## config.mk

```make
export PLATFORM = sky130hd
export DESIGN_NAME = sar_adc_bus_control
export DESIGN_NICKNAME = d
export VERILOG_FILES = /design/src/core/sar_ctrl_pkg.sv /design/src/core/pin_sync.sv /design/src/core/set_one_shot.sv /design/src/core/sar_adc_bus_control.sv
export SDC_FILE = /design/constraint.sdc
export NUM_CORES = 1
export LEC_CHECK = 0
export ABC_AREA = 1
export BUFFER_PORTS_ARGS = -buffer_cell sky130_fd_sc_hd__buf_2
export CORE_MARGIN = 10
export CORE_UTILIZATION = 45
export CTS_CLUSTER_DIAMETER = 200
export DETAILED_ROUTE_END_ITERATION = 10
export GPL_ROUTABILITY_DRIVEN = 0
export PLACE_DENSITY = 0.65
export SLEW_MARGIN = 0
export SYNTH_ARGS = -nofsm -noshare
export SYNTH_HDL_FRONTEND = slang
export SYNTH_SLANG_ARGS = --single-unit
```

## constraint.sdc

```tcl
create_clock -name i_ref_clk -period 2.7 [get_ports i_ref_clk]
set_input_delay 0.27 -clock i_ref_clk [delete_from_list [all_inputs] [get_ports i_ref_clk]]
set_output_delay 0.27 -clock i_ref_clk [all_outputs]
set_load 0.02 [all_outputs]
```

## src/core/sar_ctrl_pkg.sv

```systemverilog
/*
  constants shared by the converter control block: sizes, bus layout, timing.
  assumes one 200 MHz converter clock feeding every file.
*/
package sar_ctrl_pkg;

  // code and bus widths, sequencer stages, divider width
  localparam int unsigned RESULT_BITS      = 10;
  localparam int unsigned BUS_BITS         = 8;
  localparam int unsigned SEQ_STAGES       = 8;
  localparam int unsigned PHASE_BITS       = 3;

  // second byte layout: bits 1..0 on the two top lines, rest zero
  localparam int unsigned LOW_BYTE_TOP     = 7;
  localparam int unsigned LOW_BYTE_PAD     = 6;
  localparam logic [5:0]  LOW_BYTE_ZERO    = 6'h00;

  // reset, start and release values
  localparam logic [RESULT_BITS-1:0] RESULT_RESET = 10'h000;
  localparam logic [RESULT_BITS-1:0] MARKER_FIRST = 10'h200;
  localparam logic [SEQ_STAGES-1:0]  SEQ_FIRST    = 8'h01;
  localparam logic [SEQ_STAGES-1:0]  SEQ_RESET    = 8'h00;
  localparam logic [BUS_BITS-1:0]    BUS_RESET    = 8'h00;
  localparam logic [PHASE_BITS-1:0]  PHASE_RELEASE = 3'h7;

  // timing
  localparam int unsigned CLK_PERIOD_PS    = 5000;
  localparam int unsigned SET_PULSE_PS     = 400000;
  localparam int unsigned SET_PULSE_CYCLES = (SET_PULSE_PS / CLK_PERIOD_PS < 1) ? 1
                                           : SET_PULSE_PS / CLK_PERIOD_PS;
  localparam int unsigned SET_CNT_BITS     = $clog2(SET_PULSE_CYCLES + 1);

endpackage

```

## src/core/pin_sync.sv

```systemverilog
/*
  two-flop synchroniser for a group of pin inputs, one chain per bit.
  assumes the pins are asynchronous to i_ref_clk; reset value is a constant.
*/
`timescale 1ns/100ps
module pin_sync #(
  parameter int unsigned    WIDTH     = 1,
  parameter logic [WIDTH-1:0] RST_VALUE = '0
) (
  input  wire logic             i_ref_clk,
  input  wire logic             i_rst,
  input  wire logic [WIDTH-1:0] i_pin,
  output logic      [WIDTH-1:0] o_sync
);

  genvar g;
  generate
    for (g = 0; g < WIDTH; g++) begin : g_bit
      logic first_stage;
      logic second_stage;
      // first stage is read by the second flop only
      always_ff @(posedge i_ref_clk or posedge i_rst) begin
        if (i_rst) begin
          first_stage  <= RST_VALUE[g];
          second_stage <= RST_VALUE[g];
        end else begin
          first_stage  <= i_pin[g];
          second_stage <= first_stage;
        end
      end
      assign o_sync[g] = second_stage;
    end
  endgenerate

endmodule

```

## src/core/set_one_shot.sv

```systemverilog
/*
  retriggerable one-shot: a trigger pulse starts a fixed-length high output.
  assumes a single-cycle trigger from logic on the same clock.
*/
`timescale 1ns/100ps
module set_one_shot
  import sar_ctrl_pkg::*;
#(
  parameter int unsigned PULSE_CYCLES = sar_ctrl_pkg::SET_PULSE_CYCLES
) (
  input  wire logic i_ref_clk,
  input  wire logic i_rst,
  input  wire logic i_trigger,
  output logic      o_pulse
);
  import sar_ctrl_pkg::*;

  localparam int unsigned CNT_BITS = $clog2(PULSE_CYCLES + 1);
  localparam logic [CNT_BITS-1:0] CNT_LOAD = CNT_BITS'(PULSE_CYCLES);

  logic [CNT_BITS-1:0] remaining;
  logic [CNT_BITS-1:0] next_remaining;

  always_comb begin
    next_remaining = remaining;
    if (i_trigger) begin
      next_remaining = CNT_LOAD;
    end else if (remaining != '0) begin
      next_remaining = remaining - CNT_BITS'(1);
    end
  end

  always_ff @(posedge i_ref_clk or posedge i_rst) begin
    if (i_rst) begin
      remaining <= '0;
    end else begin
      remaining <= next_remaining;
    end
  end

  // output is high for exactly PULSE_CYCLES cycles after the trigger
  assign o_pulse = (remaining != '0);

endmodule

```

## src/core/sar_adc_bus_control.sv

```systemverilog
/*
  control logic of a 10-bit successive approximation converter with an
  8-bit microprocessor-style port: start/abort, 80-clock search, output
  latch, completion flag and two-byte left-justified read-out.
  assumes an external ladder/comparator: o_trial_code drives the ladder and
  i_comp_above answers whether the input difference is at or above it.
  bus strobes and analog flags are asynchronous pins, synchronised here.
*/
`timescale 1ns/100ps

module sar_adc_bus_control
  import sar_ctrl_pkg::*;
(
  input  wire logic                              i_ref_clk,
  input  wire logic                              i_rst,
  input  wire logic                              i_cs_n,
  input  wire logic                              i_wr_n,
  input  wire logic                              i_rd_n,
  input  wire logic                              i_comp_above,
  input  wire logic                              i_neg_at_or_above,
  output logic      [sar_ctrl_pkg::RESULT_BITS-1:0] o_trial_code,
  output logic      [sar_ctrl_pkg::BUS_BITS-1:0]    o_bus_data,
  output logic      [sar_ctrl_pkg::BUS_BITS-1:0]    o_bus_oe_n,
  output logic                                   o_conversion_done_n
);
  import sar_ctrl_pkg::*;

  typedef enum logic [2:0] {
    st_idle    = 3'b001,
    st_hold    = 3'b010,
    st_convert = 3'b100
  } conv_state_t;

  // synchronised pins: cs, wr, rd, comparator, negative-input flag
  logic [4:0] pins_sync;
  logic       cs_n_s;
  logic       wr_n_s;
  logic       rd_n_s;
  logic       comp_above_s;
  logic       neg_above_s;

  pin_sync #(
    .WIDTH     (5),
    .RST_VALUE (5'h07)
  ) u_pin_sync (
    .i_ref_clk (i_ref_clk),
    .i_rst     (i_rst),
    .i_pin     ({i_neg_at_or_above, i_comp_above, i_rd_n, i_wr_n, i_cs_n}),
    .o_sync    (pins_sync)
  );

  assign cs_n_s       = pins_sync[0];
  assign wr_n_s       = pins_sync[1];
  assign rd_n_s       = pins_sync[2];
  assign comp_above_s = pins_sync[3];
  assign neg_above_s  = pins_sync[4];

  logic start_set;
  logic read_sel;
  assign start_set = ~cs_n_s & ~wr_n_s;
  assign read_sel  = ~cs_n_s & ~rd_n_s;

  // conversion state
  conv_state_t                   state;
  conv_state_t                   next_state;
  logic [PHASE_BITS-1:0]         phase;
  logic [PHASE_BITS-1:0]         next_phase;
  logic                          first_stage_flop;
  logic                          next_first_stage_flop;
  logic [SEQ_STAGES-1:0]         seq_ring;
  logic [SEQ_STAGES-1:0]         next_seq_ring;
  logic [RESULT_BITS-1:0]        bit_marker;
  logic [RESULT_BITS-1:0]        next_bit_marker;
  logic [RESULT_BITS-1:0]        approximation_register;
  logic [RESULT_BITS-1:0]        next_approximation_register;
  logic [RESULT_BITS-1:0]        out_latch;
  logic [RESULT_BITS-1:0]        next_out_latch;
  logic                          result_transfer;
  logic                          next_result_transfer;
  logic                          start_release_gate;
  logic [RESULT_BITS-1:0]        decided;

  // release pulse only on one phase of a free 3-bit divider, giving 1..8 clocks
  assign start_release_gate = (state == st_hold) & first_stage_flop &
                              (phase == PHASE_RELEASE);

  always_comb begin
    next_state                  = state;
    next_phase                  = phase + PHASE_BITS'(1);
    next_first_stage_flop       = first_stage_flop;
    next_seq_ring               = seq_ring;
    next_bit_marker             = bit_marker;
    next_approximation_register = approximation_register;
    next_out_latch              = out_latch;
    next_result_transfer        = 1'b0;
    decided                     = approximation_register;
    if (start_set) begin
      // start state is sticky, so a strobe sampled on one clock edge is never missed
      next_state                  = st_hold;
      next_seq_ring               = SEQ_RESET;
      next_bit_marker             = RESULT_RESET;
      next_approximation_register = RESULT_RESET;
      next_first_stage_flop       = 1'b1;
    end else begin
      unique case (state)
        st_idle: begin
          next_first_stage_flop = 1'b0;
        end
        st_hold: begin
          // held here while both strobes low; release needs one of them high
          next_first_stage_flop = 1'b1;
          if (start_release_gate) begin
            next_state            = st_convert;
            next_first_stage_flop = 1'b0;
            next_seq_ring         = SEQ_FIRST;
            next_bit_marker       = MARKER_FIRST;
          end
        end
        st_convert: begin
          next_seq_ring = {seq_ring[SEQ_STAGES-2:0], seq_ring[SEQ_STAGES-1]};
          if (seq_ring[0]) begin
            next_approximation_register = approximation_register | bit_marker;
          end
          if (seq_ring[SEQ_STAGES-1]) begin
            if (!comp_above_s) begin
              decided = approximation_register & ~bit_marker;
            end
            next_approximation_register = decided;
            next_bit_marker             = bit_marker >> 1;
            if (bit_marker[0]) begin
              // straight binary; forced to zero when inputs are reversed
              next_out_latch       = neg_above_s ? RESULT_RESET : decided;
              next_result_transfer = 1'b1;
              next_state           = st_idle;
              next_seq_ring        = SEQ_RESET;
            end
          end
        end
      endcase
    end
  end

  always_ff @(posedge i_ref_clk or posedge i_rst) begin
    if (i_rst) begin
      state                  <= st_idle;
      phase                  <= '0;
      first_stage_flop       <= 1'b0;
      seq_ring               <= SEQ_RESET;
      bit_marker             <= RESULT_RESET;
      approximation_register <= RESULT_RESET;
      out_latch              <= RESULT_RESET;
      result_transfer        <= 1'b0;
    end else begin
      state                  <= next_state;
      phase                  <= next_phase;
      first_stage_flop       <= next_first_stage_flop;
      seq_ring               <= next_seq_ring;
      bit_marker             <= next_bit_marker;
      approximation_register <= next_approximation_register;
      out_latch              <= next_out_latch;
      result_transfer        <= next_result_transfer;
    end
  end

  assign o_trial_code = approximation_register;

  // completion flag: one-shot fired on the falling edge of the transfer
  logic transfer_prev;
  logic transfer_fall;
  logic set_pulse;
  logic done_flag;
  logic next_done_flag;

  assign transfer_fall = transfer_prev & ~result_transfer;

  set_one_shot #(
    .PULSE_CYCLES (SET_PULSE_CYCLES)
  ) u_set_one_shot (
    .i_ref_clk (i_ref_clk),
    .i_rst     (i_rst),
    .i_trigger (transfer_fall),
    .o_pulse   (set_pulse)
  );

  always_comb begin
    next_done_flag = done_flag;
    if (start_set || read_sel) begin
      next_done_flag = 1'b0;
    end
    // set overrides a held clear, so a continuous read still sees the pulse
    if (set_pulse) begin
      next_done_flag = 1'b1;
    end
  end

  always_ff @(posedge i_ref_clk or posedge i_rst) begin
    if (i_rst) begin
      transfer_prev <= 1'b0;
      done_flag     <= 1'b0;
    end else begin
      transfer_prev <= result_transfer;
      done_flag     <= next_done_flag;
    end
  end

  // inverted flag feeds straight back to the start strobe in free-run
  assign o_conversion_done_n = ~done_flag;

  // read-out: byte pointer and bus drivers
  logic                byte_low;
  logic                next_byte_low;
  logic                read_prev;
  logic [BUS_BITS-1:0] bus_data;
  logic [BUS_BITS-1:0] next_bus_data;
  logic                bus_oe_n;
  logic                next_bus_oe_n;

  always_comb begin
    next_byte_low = byte_low;
    if (result_transfer) begin
      next_byte_low = 1'b0;
    end else if (read_prev && !read_sel) begin
      next_byte_low = ~byte_low;
    end
    if (byte_low) begin
      next_bus_data = {out_latch[1:0], LOW_BYTE_ZERO};
    end else begin
      next_bus_data = out_latch[RESULT_BITS-1:2];
    end
    next_bus_oe_n = ~read_sel;
  end

  always_ff @(posedge i_ref_clk or posedge i_rst) begin
    if (i_rst) begin
      byte_low  <= 1'b0;
      read_prev <= 1'b0;
      bus_data  <= BUS_RESET;
      bus_oe_n  <= 1'b1;
    end else begin
      byte_low  <= next_byte_low;
      read_prev <= read_sel;
      bus_data  <= next_bus_data;
      bus_oe_n  <= next_bus_oe_n;
    end
  end

  assign o_bus_data = bus_data;
  assign o_bus_oe_n = {BUS_BITS{bus_oe_n}};

endmodule

```

* Word level (Yosys, flattened, before mapping)
Index checks and enable logic that the tools add are counted.
** Cells by class
- Equal/unequal tests :: 7
- Bitwise operators :: 16
- Mux-type cells :: 34
- Reduce and logical (&&, ||, !) cells :: 16
- Add/subtract/negate cells :: 2
** Operators with widths (count)
- $mux 10 :: 9
- $mux 8 :: 5
- $pmux 10 s2 :: 1
- $pmux 8 s2 :: 1
- $mux 7 :: 2
- $mux 3 :: 4
- $and 10x10->10 :: 1
- $mux 1 :: 10
- $not 10->10 :: 1
- $or 10x10->10 :: 1
- $ne 3x3->1 const B :: 3
- $reduce_bool 3->1 :: 3
- $not 1->1 :: 8
- $reduce_and 4->1 :: 2
- $reduce_bool 2->1 :: 4
- $reduce_bool 7->1 :: 1
- $sub 7x1->7 const B :: 1
- $eq 3x3->1 const B :: 2
- $pmux 3 s2 :: 1
- $and 1x1->1 :: 5
- $reduce_and 2->1 :: 2
- $add 3x1->3 const B :: 1
- $eq 3x1->1 const B :: 1
- $eq 3x2->1 const B :: 1
- 5 further kinds :: 5
** Word-level totals
- Bits of input ports :: 7
- Output and inout port bits :: 27
- Word-level logic and storage cells :: 100
- Register bits :: 76

* Depth between registers and ports, before layout
Gate-level depths: netlist of run 1.
- Depth after elaboration :: 6
- Gate-level depth with buffers :: 9
- Mapped depth without buffers :: 9

* Hierarchy
Synthesis of run 1 repeated with hierarchy kept, for this count alone.
** Second synthesis, totals
- Cells, all modules :: 372
- Area total of the unflattened synthesis :: 3365.7 um^2
** Modules (own cells, without submodules)
- sar_adc_bus_control :: sequential area each 1478.9 um^2, area each 2662.6 um^2, times used 1, cells each 304
- set_one_shot :: sequential area each 175.2 um^2, area each 404.1 um^2, times used 1, cells each 52
- pin_sync :: sequential area each 257.7 um^2, area each 299.0 um^2, times used 1, cells each 16

* Worst setup path after synthesis of run 1
OpenSTA, ideal clock, no wires.
- Path type :: register to register
- From :: register phase[0]
- To :: register bit_marker[0]
- Clock period less this slack :: 1.400 ns
- Stages on the path, launching flop included :: 10
- Library setup time :: 0.117 ns
- Path buffers :: 1
- Data arrival time :: 1.283 ns
- Slack :: 1.300 ns
- Required time :: 2.583 ns
- Cells stage by stage :: dfrtp_1 ha_1 ha_1 nand2_1 nand3_1 nand2_1 nand2_2 buf_6 nand3_1 nand2_1
** Between the ends
- Word-level cells in the longest chain between the ends :: 4
** RTL lines
- start, declared :: line sar_adc_bus_control.sv:66 : logic [PHASE_BITS-1:0] phase;
- start signal, assigned :: line sar_adc_bus_control.sv:155 : phase <= next_phase;
- $eq 3x3->1 :: line sar_adc_bus_control.sv:85 : (phase == PHASE_RELEASE);
- $and 1x1->1 :: line sar_adc_bus_control.sv:84 : assign start_release_gate = (state == st_hold) & first_stage_flop &
- $ne 3x3->1 (no line)
- $reduce_and 3->1 (no line)
- end signal, assigned :: line sar_adc_bus_control.sv:158 : bit_marker <= next_bit_marker;
- end, declared :: line sar_adc_bus_control.sv:72 : logic [RESULT_BITS-1:0] bit_marker;
No other way between the ends.
A chain may end at the register's enable or synchronous reset.

* Worst setup path after layout of run 1
- From :: register u_pin_sync.g_bit[0].second_stage
- To :: register approximation_register[6] (netlist: o_trial_code[6])
** Between the ends
- Word-level cells in the longest chain between the ends :: 4
- Elaborated cells on any way between the ends :: 6
- Classes of those cells :: mux (1); bitwise (2); reduce/logical (3)
** RTL lines
- start, declared :: line pin_sync.sv:20 : logic second_stage;
- start signal, assigned :: line pin_sync.sv:25 : second_stage <= RST_VALUE[g];
- start signal, assigned :: line pin_sync.sv:28 : second_stage <= first_stage;
- $not 1->1 * :: line sar_adc_bus_control.sv:60 : assign start_set = ~cs_n_s & ~wr_n_s;
- $and 1x1->1 * :: line sar_adc_bus_control.sv:60
- $reduce_bool 3->1 (no line) / $reduce_bool 2->1 (equally long branches)
- $reduce_and 2->1 (no line)
- end signal, assigned :: line sar_adc_bus_control.sv:159 : approximation_register <= next_approximation_register;
- end, declared :: line sar_adc_bus_control.sv:74 : logic [RESULT_BITS-1:0] approximation_register;
Every way passes the cells marked *; elsewhere a longest branch is shown, timed or not.

==> run_results.csv, run 1 <==
group,metric,value,unit
run_status,status,"completed",
routing,wl_met3,360,um
clock_tree,cts_max_path_buffers,2,
die,std_cell_rows,30,
place,dpl.hpwl,4430,um
power,ir_worst_vdd,0.315,mV
routing,vias,2367,
power,p_per_area,780,mW/mm^2
setup_path,path_max_fanout,11,
clock_tree,cts_sinks,76,
cells_and_area,utilization,0.528,
clock_tree,hold_buffers,0,
sta,fin_crit,1.78,ns
sta,period_share,0.659,
cells_and_area,multi_input_comb_area,0.00105,mm^2
clock_tree,cts_max_level,3,
clock_tree,clk_pin_slew,0.08,ns
setup_path,crit_required,2.94,ns
setup_path,cp_slowest_cell,"dfstp_2",
routing,wl_met2,2700,um
global_route,grt.total_usage,0.114,
global_route,grt_pass1_wl,10500,um
die,dieArea,0.0110,mm^2
logic_synthesis,syn_nets,377,
die,die-width,105,um
logic_synthesis,ys_types,29,
routing,first_iter_violations,142,
clock_tree,cts_tree,"done",
cells_and_area,instances_no_fill,496,
cells_and_area,nets,406,
sta,tightestPinTransition,0.708,ns
clock_tree,clockRootBuffer,"clkbuf_8",
cells_and_area,fillers,674,
sta,drv_slew,0,
cells_and_area,mostFrequentLayoutCells,"117 x nand2_1, 68 x dfrtp_1, 41 x inv_1",
cells_and_area,diodes,0,
setup_path,worstPathArrival,2.02,ns
cells_and_area,layout_commonest_cell,"nand2_1",
logic_synthesis,synth_area_per_cell,8.85,um^2
die,io_pins,34,
clock_tree,cts_setup_buffers,0,
setup_path,cp_cell_sequence,"inv_1 > nand2_2 > nand2_1 > o21ai_1 > buf_4 > inv_2 > nand2_1 > nand2_1",
routing,drtPass1Iterations,4,
sta,slew_headroom,0.527,
clock_tree,numCtsBuffers,9,
logic_synthesis,seq_area_frac_synth,0.590,
die,die_y,105,um
routing,drc,0,
cells_and_area,register_area,0.00191,mm^2
setup_path,crit_type,"reg2reg",
clock_tree,clk_latency,0.34,ns
power,finalPower,2850,uW
global_route,grt-ovfl-total,0,
global_route,grt_pass1_vias,2234,
place,placed_cells,480,
logic_synthesis,yosysWarnings,0,
job,drv_cap,0,
clock_tree,cts_resized,0,
die,coreArea,0.00691,mm^2
routing,highest_layer,"met4",
logic_synthesis,synth_seq_cells,76,
sta,final.setup.tns,0,ns
global_route,grt_max_degree,44,
logic_synthesis,netlist_area,0.00324,mm^2
global_route,antenna_found_initial,0,
min_path,hold_class,"in2reg",
routing,ant_nets,0,
routing,finalWirelength,6040,um
die,initial_core_util,0.469,
logic_synthesis,synth_cells,366,
sta,finClkSkew,0.00685,ns
place,io_buffer_count,33,
routing,via_per_inst,4.77,
routing,wire_per_inst,12.2,um
sta,hold_viol,0,
sta,finalSetupViolCount,0,
cells_and_area,syn_to_final_growth,12.6,%
setup_path,start_kind,"register",
sta,fmax,562,MHz
power,p_leak,0.00196,uW
setup_path,cpPeakStageDelay,0.53,ns
routing,wirelength_met1,2820,um
sta,grt_setup_unrepaired,"no",
setup_path,cpMostUsedCell,"nand2_1",
setup_path,cp-end-kind,"register",
cells_and_area,drive_gt1_frac,0.173,
layer usage:
| layer | global-route usage | up-vias |
|---|---|---|
| li1 | - | 1207 |
| met4 | 0.0549 | 0 |
| met2 | 0.173 | 50 |
| met5 | 0 | - |
| met1 | 0.145 | 1097 |
| met3 | 0.0362 | 13 |
cell usage after synthesis:
master	n	area, um^2
a21oi_1	3	15.0
and3_1	2	12.5
buf_1	1	3.75
buf_2	2	10.0
buf_4	10	75.1
buf_6	2	22.5
clkbuf_1	2	7.51
dfrtp_1	68	1700
dfstp_2	8	210
ha_1	4	50.1
inv_1	42	158
inv_2	1	3.75
nand2_1	117	439
nand2_2	3	18.8
nand2_4	1	11.3
nand3_1	17	85.1
nand3_2	1	10.0
nand4_1	3	18.8
nor2_1	34	128
nor2_2	1	6.26
nor2_4	1	11.3
nor3_1	5	25.0
o211ai_1	1	7.51
o21ai_0	18	90.1
o21ai_1	6	30.0
o21ai_2	1	8.76
o22ai_1	10	62.6
o31ai_1	1	7.51
xor2_1	1	8.76
path summary, 6_finish.rpt:
kind | startpoint | endpoint | slack, ns | cells after the start
worst max-delay path | u_pin_sync.g_bit[0].second_stage | o_trial_code[6] | 0.92 | 8
worst min-delay path | i_cs_n | u_pin_sync.g_bit[0].first_stage | 0.02 | 1
worst max register to register | u_pin_sync.g_bit[0].second_stage | o_trial_code[6] | 0.92 | 8
worst min register to register | u_pin_sync.g_bit[3].first_stage | u_pin_sync.g_bit[3].second_stage | 0.35 | 0
max in group asynchronous | i_rst | bus_oe_n | 1.95 | 3
min in group asynchronous | i_rst | u_set_one_shot.remaining[4] | 0.04 | 2
where the power goes:
part | switching [uW] | internal [uW]
registers | 88.1 | 1250
clock network | 409 | 517
logic | 424 | 162
metrics by stage:
step | area [um^2] | hold WS (ns) | setup slack (ns)
floorplan | 3240 | 0.274 | 0.505
global placement | 3430 | 0.332 | 1.01
detailed placement | 3430 | 0.336 | 0.934
CTS | 3650 | 0.00918 | 0.929
global route | 3650 | 0.00463 | 0.812
finish | 3650 | 0.0220 | 0.921
worst max-delay path, delay by kind of cell, from the launching register on:
family	cells	cell delay, ns
AO/OA/AOI/OAI	1	0.21
buffers and inverters	3	0.35
flip-flops	1	0.53
AND/OR/NAND/NOR	4	0.59
state kept, by name (all words and copies together) (netlist names), 3 cells and up:
signal                         flops
u_set_one_shot.remaining           7
o_bus_data                         8
phase                              3
seq_ring                           8
bit_marker                        10
out_latch                         10
o_trial_code                      10
state                              3
u_pin_sync.g_bit.first_stage       5
u_pin_sync.g_bit.second_stage      5
kinds of logic after synthesis:
logic type	count (synthesis)	share of synthesized area
adders and majority gates	4	0.0155
AOI/OAI and AO/OA	40	0.0684
xor gates and xnor gates	1	0.00271
buffers and inverters	60	0.0866
and+or+nand+nor	185	0.236
DFF	76	0.590
cell type report:
class | count | share of cell area
Tap cell | 96 | 0.0329
Clock buffer | 9 | 0.0340
Timing Repair Buffer | 35 | 0.0528
Inverter | 43 | 0.0443
Clock inverter | 7 | 0.0250
Multi-Input combinational cell | 230 | 0.287
Sequential cell | 76 | 0.524
Note: power is estimated with default switching activity, not from simulation.
==> run 2: changes to the inputs <==
--- a/config.mk
+++ b/config.mk
@@ -5,14 +5,14 @@
 export SDC_FILE = /design/constraint.sdc
 export NUM_CORES = 1
 export LEC_CHECK = 0
-export ABC_AREA = 1
+export ABC_AREA = 0
 export BUFFER_PORTS_ARGS = -buffer_cell sky130_fd_sc_hd__buf_2
 export CORE_MARGIN = 10
 export CORE_UTILIZATION = 45
 export CTS_CLUSTER_DIAMETER = 200
 export DETAILED_ROUTE_END_ITERATION = 10
 export GPL_ROUTABILITY_DRIVEN = 0
-export PLACE_DENSITY = 0.65
+export PLACE_DENSITY = 0.67
 export SLEW_MARGIN = 0
 export SYNTH_ARGS = -nofsm -noshare
 export SYNTH_HDL_FRONTEND = slang
==> constraint.sdc (replaced) <==
create_clock -name i_ref_clk -period 1.5 [get_ports i_ref_clk]
set_input_delay 0.15 -clock i_ref_clk [delete_from_list [all_inputs] [get_ports i_ref_clk]]
set_output_delay 0.15 -clock i_ref_clk [all_outputs]
set_load 0.02 [all_outputs]
==> run_results.csv, run 2 <==
group,metric,value,unit
sta,finalWorstSetupSlack,-0.151,ns
logic_synthesis,synth_top_area_share,0.497,
logic_synthesis,ys.flop_type,"dfrtp_1",
logic_synthesis,syn_nets,309,
min_path,min_from,"u_pin_sync.g_bit[0].first_stage",
power,sequentialPowerShare,0.490,
setup_path,rrSetupSlack,-0.15,ns
die,std_cell_rows,31,
routing,drtPass1Iterations,4,
logic_synthesis,synth_edf_count,0,
die,die_y,107,um
global_route,grt_max_degree,77,
min_path,hold_class,"reg2reg",
clock_tree,clk_pin_slew,0.09,ns
global_route,antenna_found_initial,0,
global_route,grt-ovfl-total,0,
power,intPower,3380,uW
global_route,grt_pass1_wl,12200,um
setup_path,path_max_fanout,3,
die,initial_core_util,0.467,
sta,hold_viol,0,
setup_path,crit_required,1.79,ns
logic_synthesis,seq_area_frac_synth,0.558,
routing,vias,2539,
setup_path,rr_endpoint,"u_set_one_shot.remaining[6]",
logic_synthesis,synth_top_area_cell,"dfrtp_1",
setup_path,worstPathArrival,1.94,ns
logic_synthesis,synth_cells,298,
setup_path,rr_startpoint,"u_set_one_shot.remaining[0]",
die,dieArea,0.0115,mm^2
logic_synthesis,synth_seq_cells,76,
sta,grt_setup_unrepaired,"yes",
job,drv_cap,0,
cells_and_area,nets,368,
sta,fin_crit,1.65,ns
routing,first_iter_violations,156,
power,switching_share,0.243,
place,place_worst_setup_slack,-0.137,ns
die,io_pins,34,
clock_tree,clockRootBuffer,"clkbuf_8",
sta,drv_slew,0,
min_path,whs_path_depth,0,
power,combPwrFrac,0.081,
sta,final.setup.tns,-0.869,ns
logic_synthesis,yosys-top-cells-count,"68 x dfrtp_1, 28 x nand3_1, 19 x nor2b_1",
logic_synthesis,synth.most_common_cell,"dfrtp_1",
routing,ant_nets,0,
setup_path,cp-end-kind,"register",
cells_and_area,fin_area,0.00432,mm^2
logic_synthesis,synth_area_per_cell,11.5,um^2
routing,via_per_inst,5.51,
die,coreArea,0.00733,mm^2
clock_tree,cts_sinks,76,
power,p_per_area,1030,mW/mm^2
sta,fmax,606,MHz
routing,drc,0,
clock_tree,cts_max_path_buffers,2,
logic_synthesis,yosysWarnings,0,
setup_path,start_kind,"register",
sta,finalSetupViolCount,16,
sta,finClkSkew,0.0147,ns
cells_and_area,fillers,601,
clock_tree,cts_tree,"done",
sta,period_share,1.10,
logic_synthesis,ys_types,49,
place,dpl.hpwl,4780,um
setup_path,reg2regPathDepth,5,
place,placed_cells,429,
routing,finalWirelength,7610,um
cells_and_area,diodes,0,
setup_path,crit_type,"reg2reg",
logic_synthesis,synth.area.top_cells,"dfrtp_1 50%, dfstp_2 6.1%, nand3_1 4.1%, mux2_4 3.9%, nor2b_1 3.5%",
die,die-width,107,um
power,switchingPower,1080,uW
power,clkPwrFrac,0.429,
sta,slew_headroom,0.716,
place,io_buffer_count,33,
run_status,status,"finished with violations",
cells_and_area,layout_commonest_cell,"dfrtp_1",
cells_and_area,mostFrequentLayoutCells,"68 x dfrtp_1, 33 x buf_2, 26 x nand3_1",
place,placed_cell_area,0.00378,mm^2
clock_tree,clk_latency,0.35,ns
cells_and_area,syn_to_final_growth,26.1,%
logic_synthesis,netlist_area,0.00342,mm^2
logic_synthesis,asyncSetResetFlopFracSynth,1.00,
routing,wire_per_inst,16.5,um
power,p_leak,0.00202,uW
cells_and_area,instances_no_fill,461,
clock_tree,cts_max_level,3,
cells_and_area,drive_gt1_frac,0.362,
sta,tightestPinTransition,0.426,ns
min_path,min_to,"u_pin_sync.g_bit[0].second_stage",
power,ir_worst_vdd,0.508,mV
clock_tree,numCtsBuffers,9,
global_route,grt.total_usage,0.131,
run_status,failed_checks,"setup timing",
setup_path,cp_slowest_cell,"or4b_4",
setup_path,cpPeakStageDelay,0.46,ns
global_route,grt_pass1_vias,2482,
setup_path,cp_cell_sequence,"inv_2 > ha_4 > or4b_4 > or4_4 > nand3_2",
==> run 2: metrics by stage <==
step	util	power (uW)	hold WS, ns
2_1_floorplan	-	2440	0.154
3_3_place_gp	0.516	2520	0.256
5_1_grt	0.589	4640	0.340
3_5_place_dp	0.516	2530	0.257
6_report	0.589	4460	0.341
4_1_cts	0.574	4450	0.347
==> run 2: routing by layer <==
| metal | track usage | vias to the layer above | routed length (um) |
|---|---|---|---|
| met4 | 0.0551 | 0 | 144 |
| met5 | 0 | - | 0 |
| met1 | 0.165 | 1256 | 3270 |
| met2 | 0.202 | 78 | 3690 |
| met3 | 0.0425 | 13 | 505 |
| li1 | - | 1192 | - |
==> run 2: power groups by stage <==
stage | clock, uW | sequential [uW] | combinational (uW)
after detailed placement | 0 | 2230 | 303
final | 1910 | 2190 | 363
after global placement | 0 | 2220 | 304
after CTS | 1940 | 2190 | 330
after floorplan | 0 | 2170 | 269
after global routing | 2040 | 2200 | 401
==> run 2: cell type report <==
type,count,area (um^2),area share
clock inverters,7,121,0.0281
clock buffers,9,124,0.0287
flip-flops and latches,76,1910,0.443
inverters,16,63.8,0.0148
multi-input cells,179,1410,0.326
well taps,99,124,0.0287
repair buffers,75,567,0.131
==> run 2: worst max-delay path: cells and delay by family, from the launching register on <==
family	cells	cell delay [ns]
AND/OR/NAND/NOR	3	0.96
buffers and inverters	1	0.09
flip-flops	1	0.40
adder cells (fa/ha/maj)	1	0.14
==> run 2: logic make-up (layout without fill, tap and decap cells) <==
logic type,count (synthesis),count (layout),share of synthesized area
compound gates,60,60,0.133
xor+xnor,1,1,0.00256
fa+ha+maj,4,4,0.0146
buf+inv,43,107,0.0669
flops,76,76,0.558
mux,12,12,0.0493
simple gates,102,102,0.176
==> run 2: worst max path at each step <==
stage	start	to
CTS	u_set_one_shot.remaining[0]	u_set_one_shot.remaining[6]
finish	u_set_one_shot.remaining[0]	u_set_one_shot.remaining[6]
floorplan	state[0]	out_latch[0]
detailed placement	u_set_one_shot.remaining[0]	u_set_one_shot.remaining[6]
global placement	state[0]	out_latch[5]
global route	u_set_one_shot.remaining[0]	u_set_one_shot.remaining[6]
==> run 2: timing repair <==
action | in CTS | in global routing
pin swaps | 2 | 11
gates cloned | 2 | 1
setup buffers | 3 | 6
gates resized for setup | 18 | 27
setup endpoints to repair | 34 | 39
hold endpoints to repair | 73 | 0
hold buffers | 6 | 0
==> run 3: changes to the inputs <==
--- a/config.mk
+++ b/config.mk
@@ -7,12 +7,14 @@
 export LEC_CHECK = 0
 export ABC_AREA = 0
 export BUFFER_PORTS_ARGS = -buffer_cell sky130_fd_sc_hd__buf_2
+export CAP_MARGIN = 30
 export CORE_MARGIN = 10
 export CORE_UTILIZATION = 45
 export CTS_CLUSTER_DIAMETER = 200
 export DETAILED_ROUTE_END_ITERATION = 10
 export GPL_ROUTABILITY_DRIVEN = 0
-export PLACE_DENSITY = 0.67
+export MAX_ROUTING_LAYER = met4
+export PLACE_DENSITY_LB_ADDON = 0.15
 export SLEW_MARGIN = 0
 export SYNTH_ARGS = -nofsm -noshare
 export SYNTH_HDL_FRONTEND = slang
==> run_results.csv, run 3 (synthesized netlist as in run 2, its figures left out) <==
group,metric,value,unit
min_path,min_to,"u_pin_sync.g_bit[4].second_stage",
die,io_pins,34,
clock_tree,cts_max_path_buffers,2,
die,dieArea,0.0115,mm^2
sta,finClkSkew,0.00879,ns
clock_tree,clk_pin_slew,0.08,ns
routing,vias,2494,
cells_and_area,nets,361,
routing,first_iter_violations,159,
routing,ant_nets,0,
place,dpl.hpwl,4860,um
setup_path,path_max_fanout,3,
clock_tree,clockRootBuffer,"clkbuf_8",
die,initial_core_util,0.467,
cells_and_area,mostFrequentLayoutCells,"68 x dfrtp_1, 33 x buf_2, 27 x nand3_1",
sta,tightestPinTransition,0.411,ns
clock_tree,numCtsBuffers,9,
routing,drc,0,
global_route,grt_pass1_wl,12800,um
global_route,antenna_found_initial,0,
setup_path,cpPeakStageDelay,0.45,ns
die,std_cell_rows,31,
cells_and_area,layout_commonest_cell,"dfrtp_1",
global_route,grt.total_usage,0.143,
cells_and_area,fillers,620,
setup_path,worstPathArrival,1.91,ns
min_path,hold_class,"reg2reg",
place,io_buffer_count,33,
clock_tree,cts_tree,"done",
power,p_per_area,1030,mW/mm^2
place,placed_cells,427,
cells_and_area,diodes,0,
power,sequentialPowerShare,0.509,
setup_path,rr_startpoint,"u_set_one_shot.remaining[0]",
routing,drtPass1Iterations,4,
min_path,whs_path_depth,0,
global_route,grt_max_degree,77,
setup_path,cp-end-kind,"register",
sta,slew_headroom,0.725,
setup_path,cp_top_family,"simple AND/OR/NAND/NOR gates",
setup_path,start_kind,"register",
power,ir_worst_vdd,0.511,mV
sta,finalSetupViolCount,16,
cells_and_area,instances_no_fill,454,
cells_and_area,drive_gt1_frac,0.330,
sta,drv_slew,0,
die,coreArea,0.00733,mm^2
setup_path,rr_endpoint,"u_set_one_shot.remaining[6]",
global_route,grt-ovfl-total,0,
sta,grt_setup_unrepaired,"yes",
setup_path,crit_type,"reg2reg",
clock_tree,cts_sinks,76,
clock_tree,cts_max_level,3,
power,switching_share,0.246,
power,intPower,3230,uW
setup_path,cp_slowest_cell,"or4b_4",
setup_path,rrSetupSlack,-0.12,ns
power,switchingPower,1050,uW
sta,finalWorstSetupSlack,-0.122,ns
cells_and_area,multi_input_comb_area,0.00136,mm^2
sta,hold_slack,0.351,ns
setup_path,cp_cell_sequence,"inv_2 > ha_4 > or4b_4 > or4_1 > nand3_1",
sta,period_share,1.08,
die,die_y,107,um
setup_path,crit_required,1.79,ns
power,clkPwrFrac,0.411,
sta,fin_crit,1.62,ns
place,place_worst_setup_slack,-0.141,ns
global_route,grt_pass1_vias,2518,
clock_tree,clk_latency,0.35,ns
cells_and_area,syn_to_final_growth,22.0,%
power,finalPower,4280,uW
power,combPwrFrac,0.080,
job,drv_cap,0,
routing,wire_per_inst,16.5,um
run_status,failed_checks,"setup timing",
setup_path,path_buf_inv,1,
power,p_leak,0.00196,uW
cells_and_area,register_area,0.00191,mm^2
routing,via_per_inst,5.49,
setup_path,reg2regPathDepth,5,
min_path,min_from,"u_pin_sync.g_bit[4].first_stage",
run_status,status,"finished with violations",
sta,fmax,617,MHz
routing,finalWirelength,7510,um
sta,hold_viol,0,
die,die-width,107,um
-- run 3: cell types whose count changed in the layout (fill, tap and decap cells not counted), moves of 2 or more --
cell,change
buf_4,-2
buf_6,-5
inv_6,-2
o21ai_0,+2
o21ai_1,-2
o22ai_1,+2
o22ai_2,-2
-- run 3: worst max path at each step --
stage | start | endpoint | slack [ns] | cells after the start
after floorplan | state[0] | out_latch[0] | -0.27 | 6
after global placement | state[0] | out_latch[5] | -0.10 | 4
after detailed placement | u_set_one_shot.remaining[1] | u_set_one_shot.remaining[6] | -0.14 | 5
after CTS | u_set_one_shot.remaining[0] | u_set_one_shot.remaining[6] | -0.11 | 5
after global routing | u_set_one_shot.remaining[0] | u_set_one_shot.remaining[6] | -0.18 | 5
final | u_set_one_shot.remaining[0] | u_set_one_shot.remaining[6] | -0.12 | 5
-- run 3: stage by stage --
step / utilization / TNS (ns) / area (um^2)
final: 0.570 / -0.551 / 4180
after global placement: 0.514 / -1.33 / 3770
after CTS: 0.565 / -0.738 / 4150
after floorplan: - / -3.36 / 3440
after global routing: 0.570 / -1.60 / 4180
after detailed placement: 0.514 / -2.18 / 3770
-- run 3: cell type report --
| cell class | count | share of cell area |
|---|---|---|
| multi-input combinational | 179 | 0.324 |
| clock inverter | 5 | 0.0204 |
| inverter | 16 | 0.0153 |
| timing repair buffer | 68 | 0.119 |
| sequential | 76 | 0.458 |
| clock buffer | 11 | 0.0339 |
| tap | 99 | 0.0297 |
-- run 3: timing repair --
action / 4_1_cts / 5_1_grt
buffers inserted: 2 / 2
gates resized for setup: 19 / 4
gates cloned: 1 / 0
pin swaps: 12 / 2
endpoints found under the hold margin: 73 / 0
setup endpoints to repair: 35 / 26
hold buffers: 6 / 0
-- run 3: power by group through the flow --
stage               combinational, uW  clock [uW]  sequential [uW]
floorplan                         269           0             2170
global placement                  307           0             2220
detailed placement                312           0             2220
CTS                               346        1800             2180
global route                      382        1890             2200
finish                            341        1760             2180
-- run 3: layer usage --
metal,GRT usage,routed length (um),up-vias,share of wire
met1,0.187,3510,1236,0.47
met5,-,0,-,0
met3,0.0413,446,12,0.059
li1,-,-,1172,-
met4,0.0580,119,0,0.016
met2,0.202,3430,74,0.46
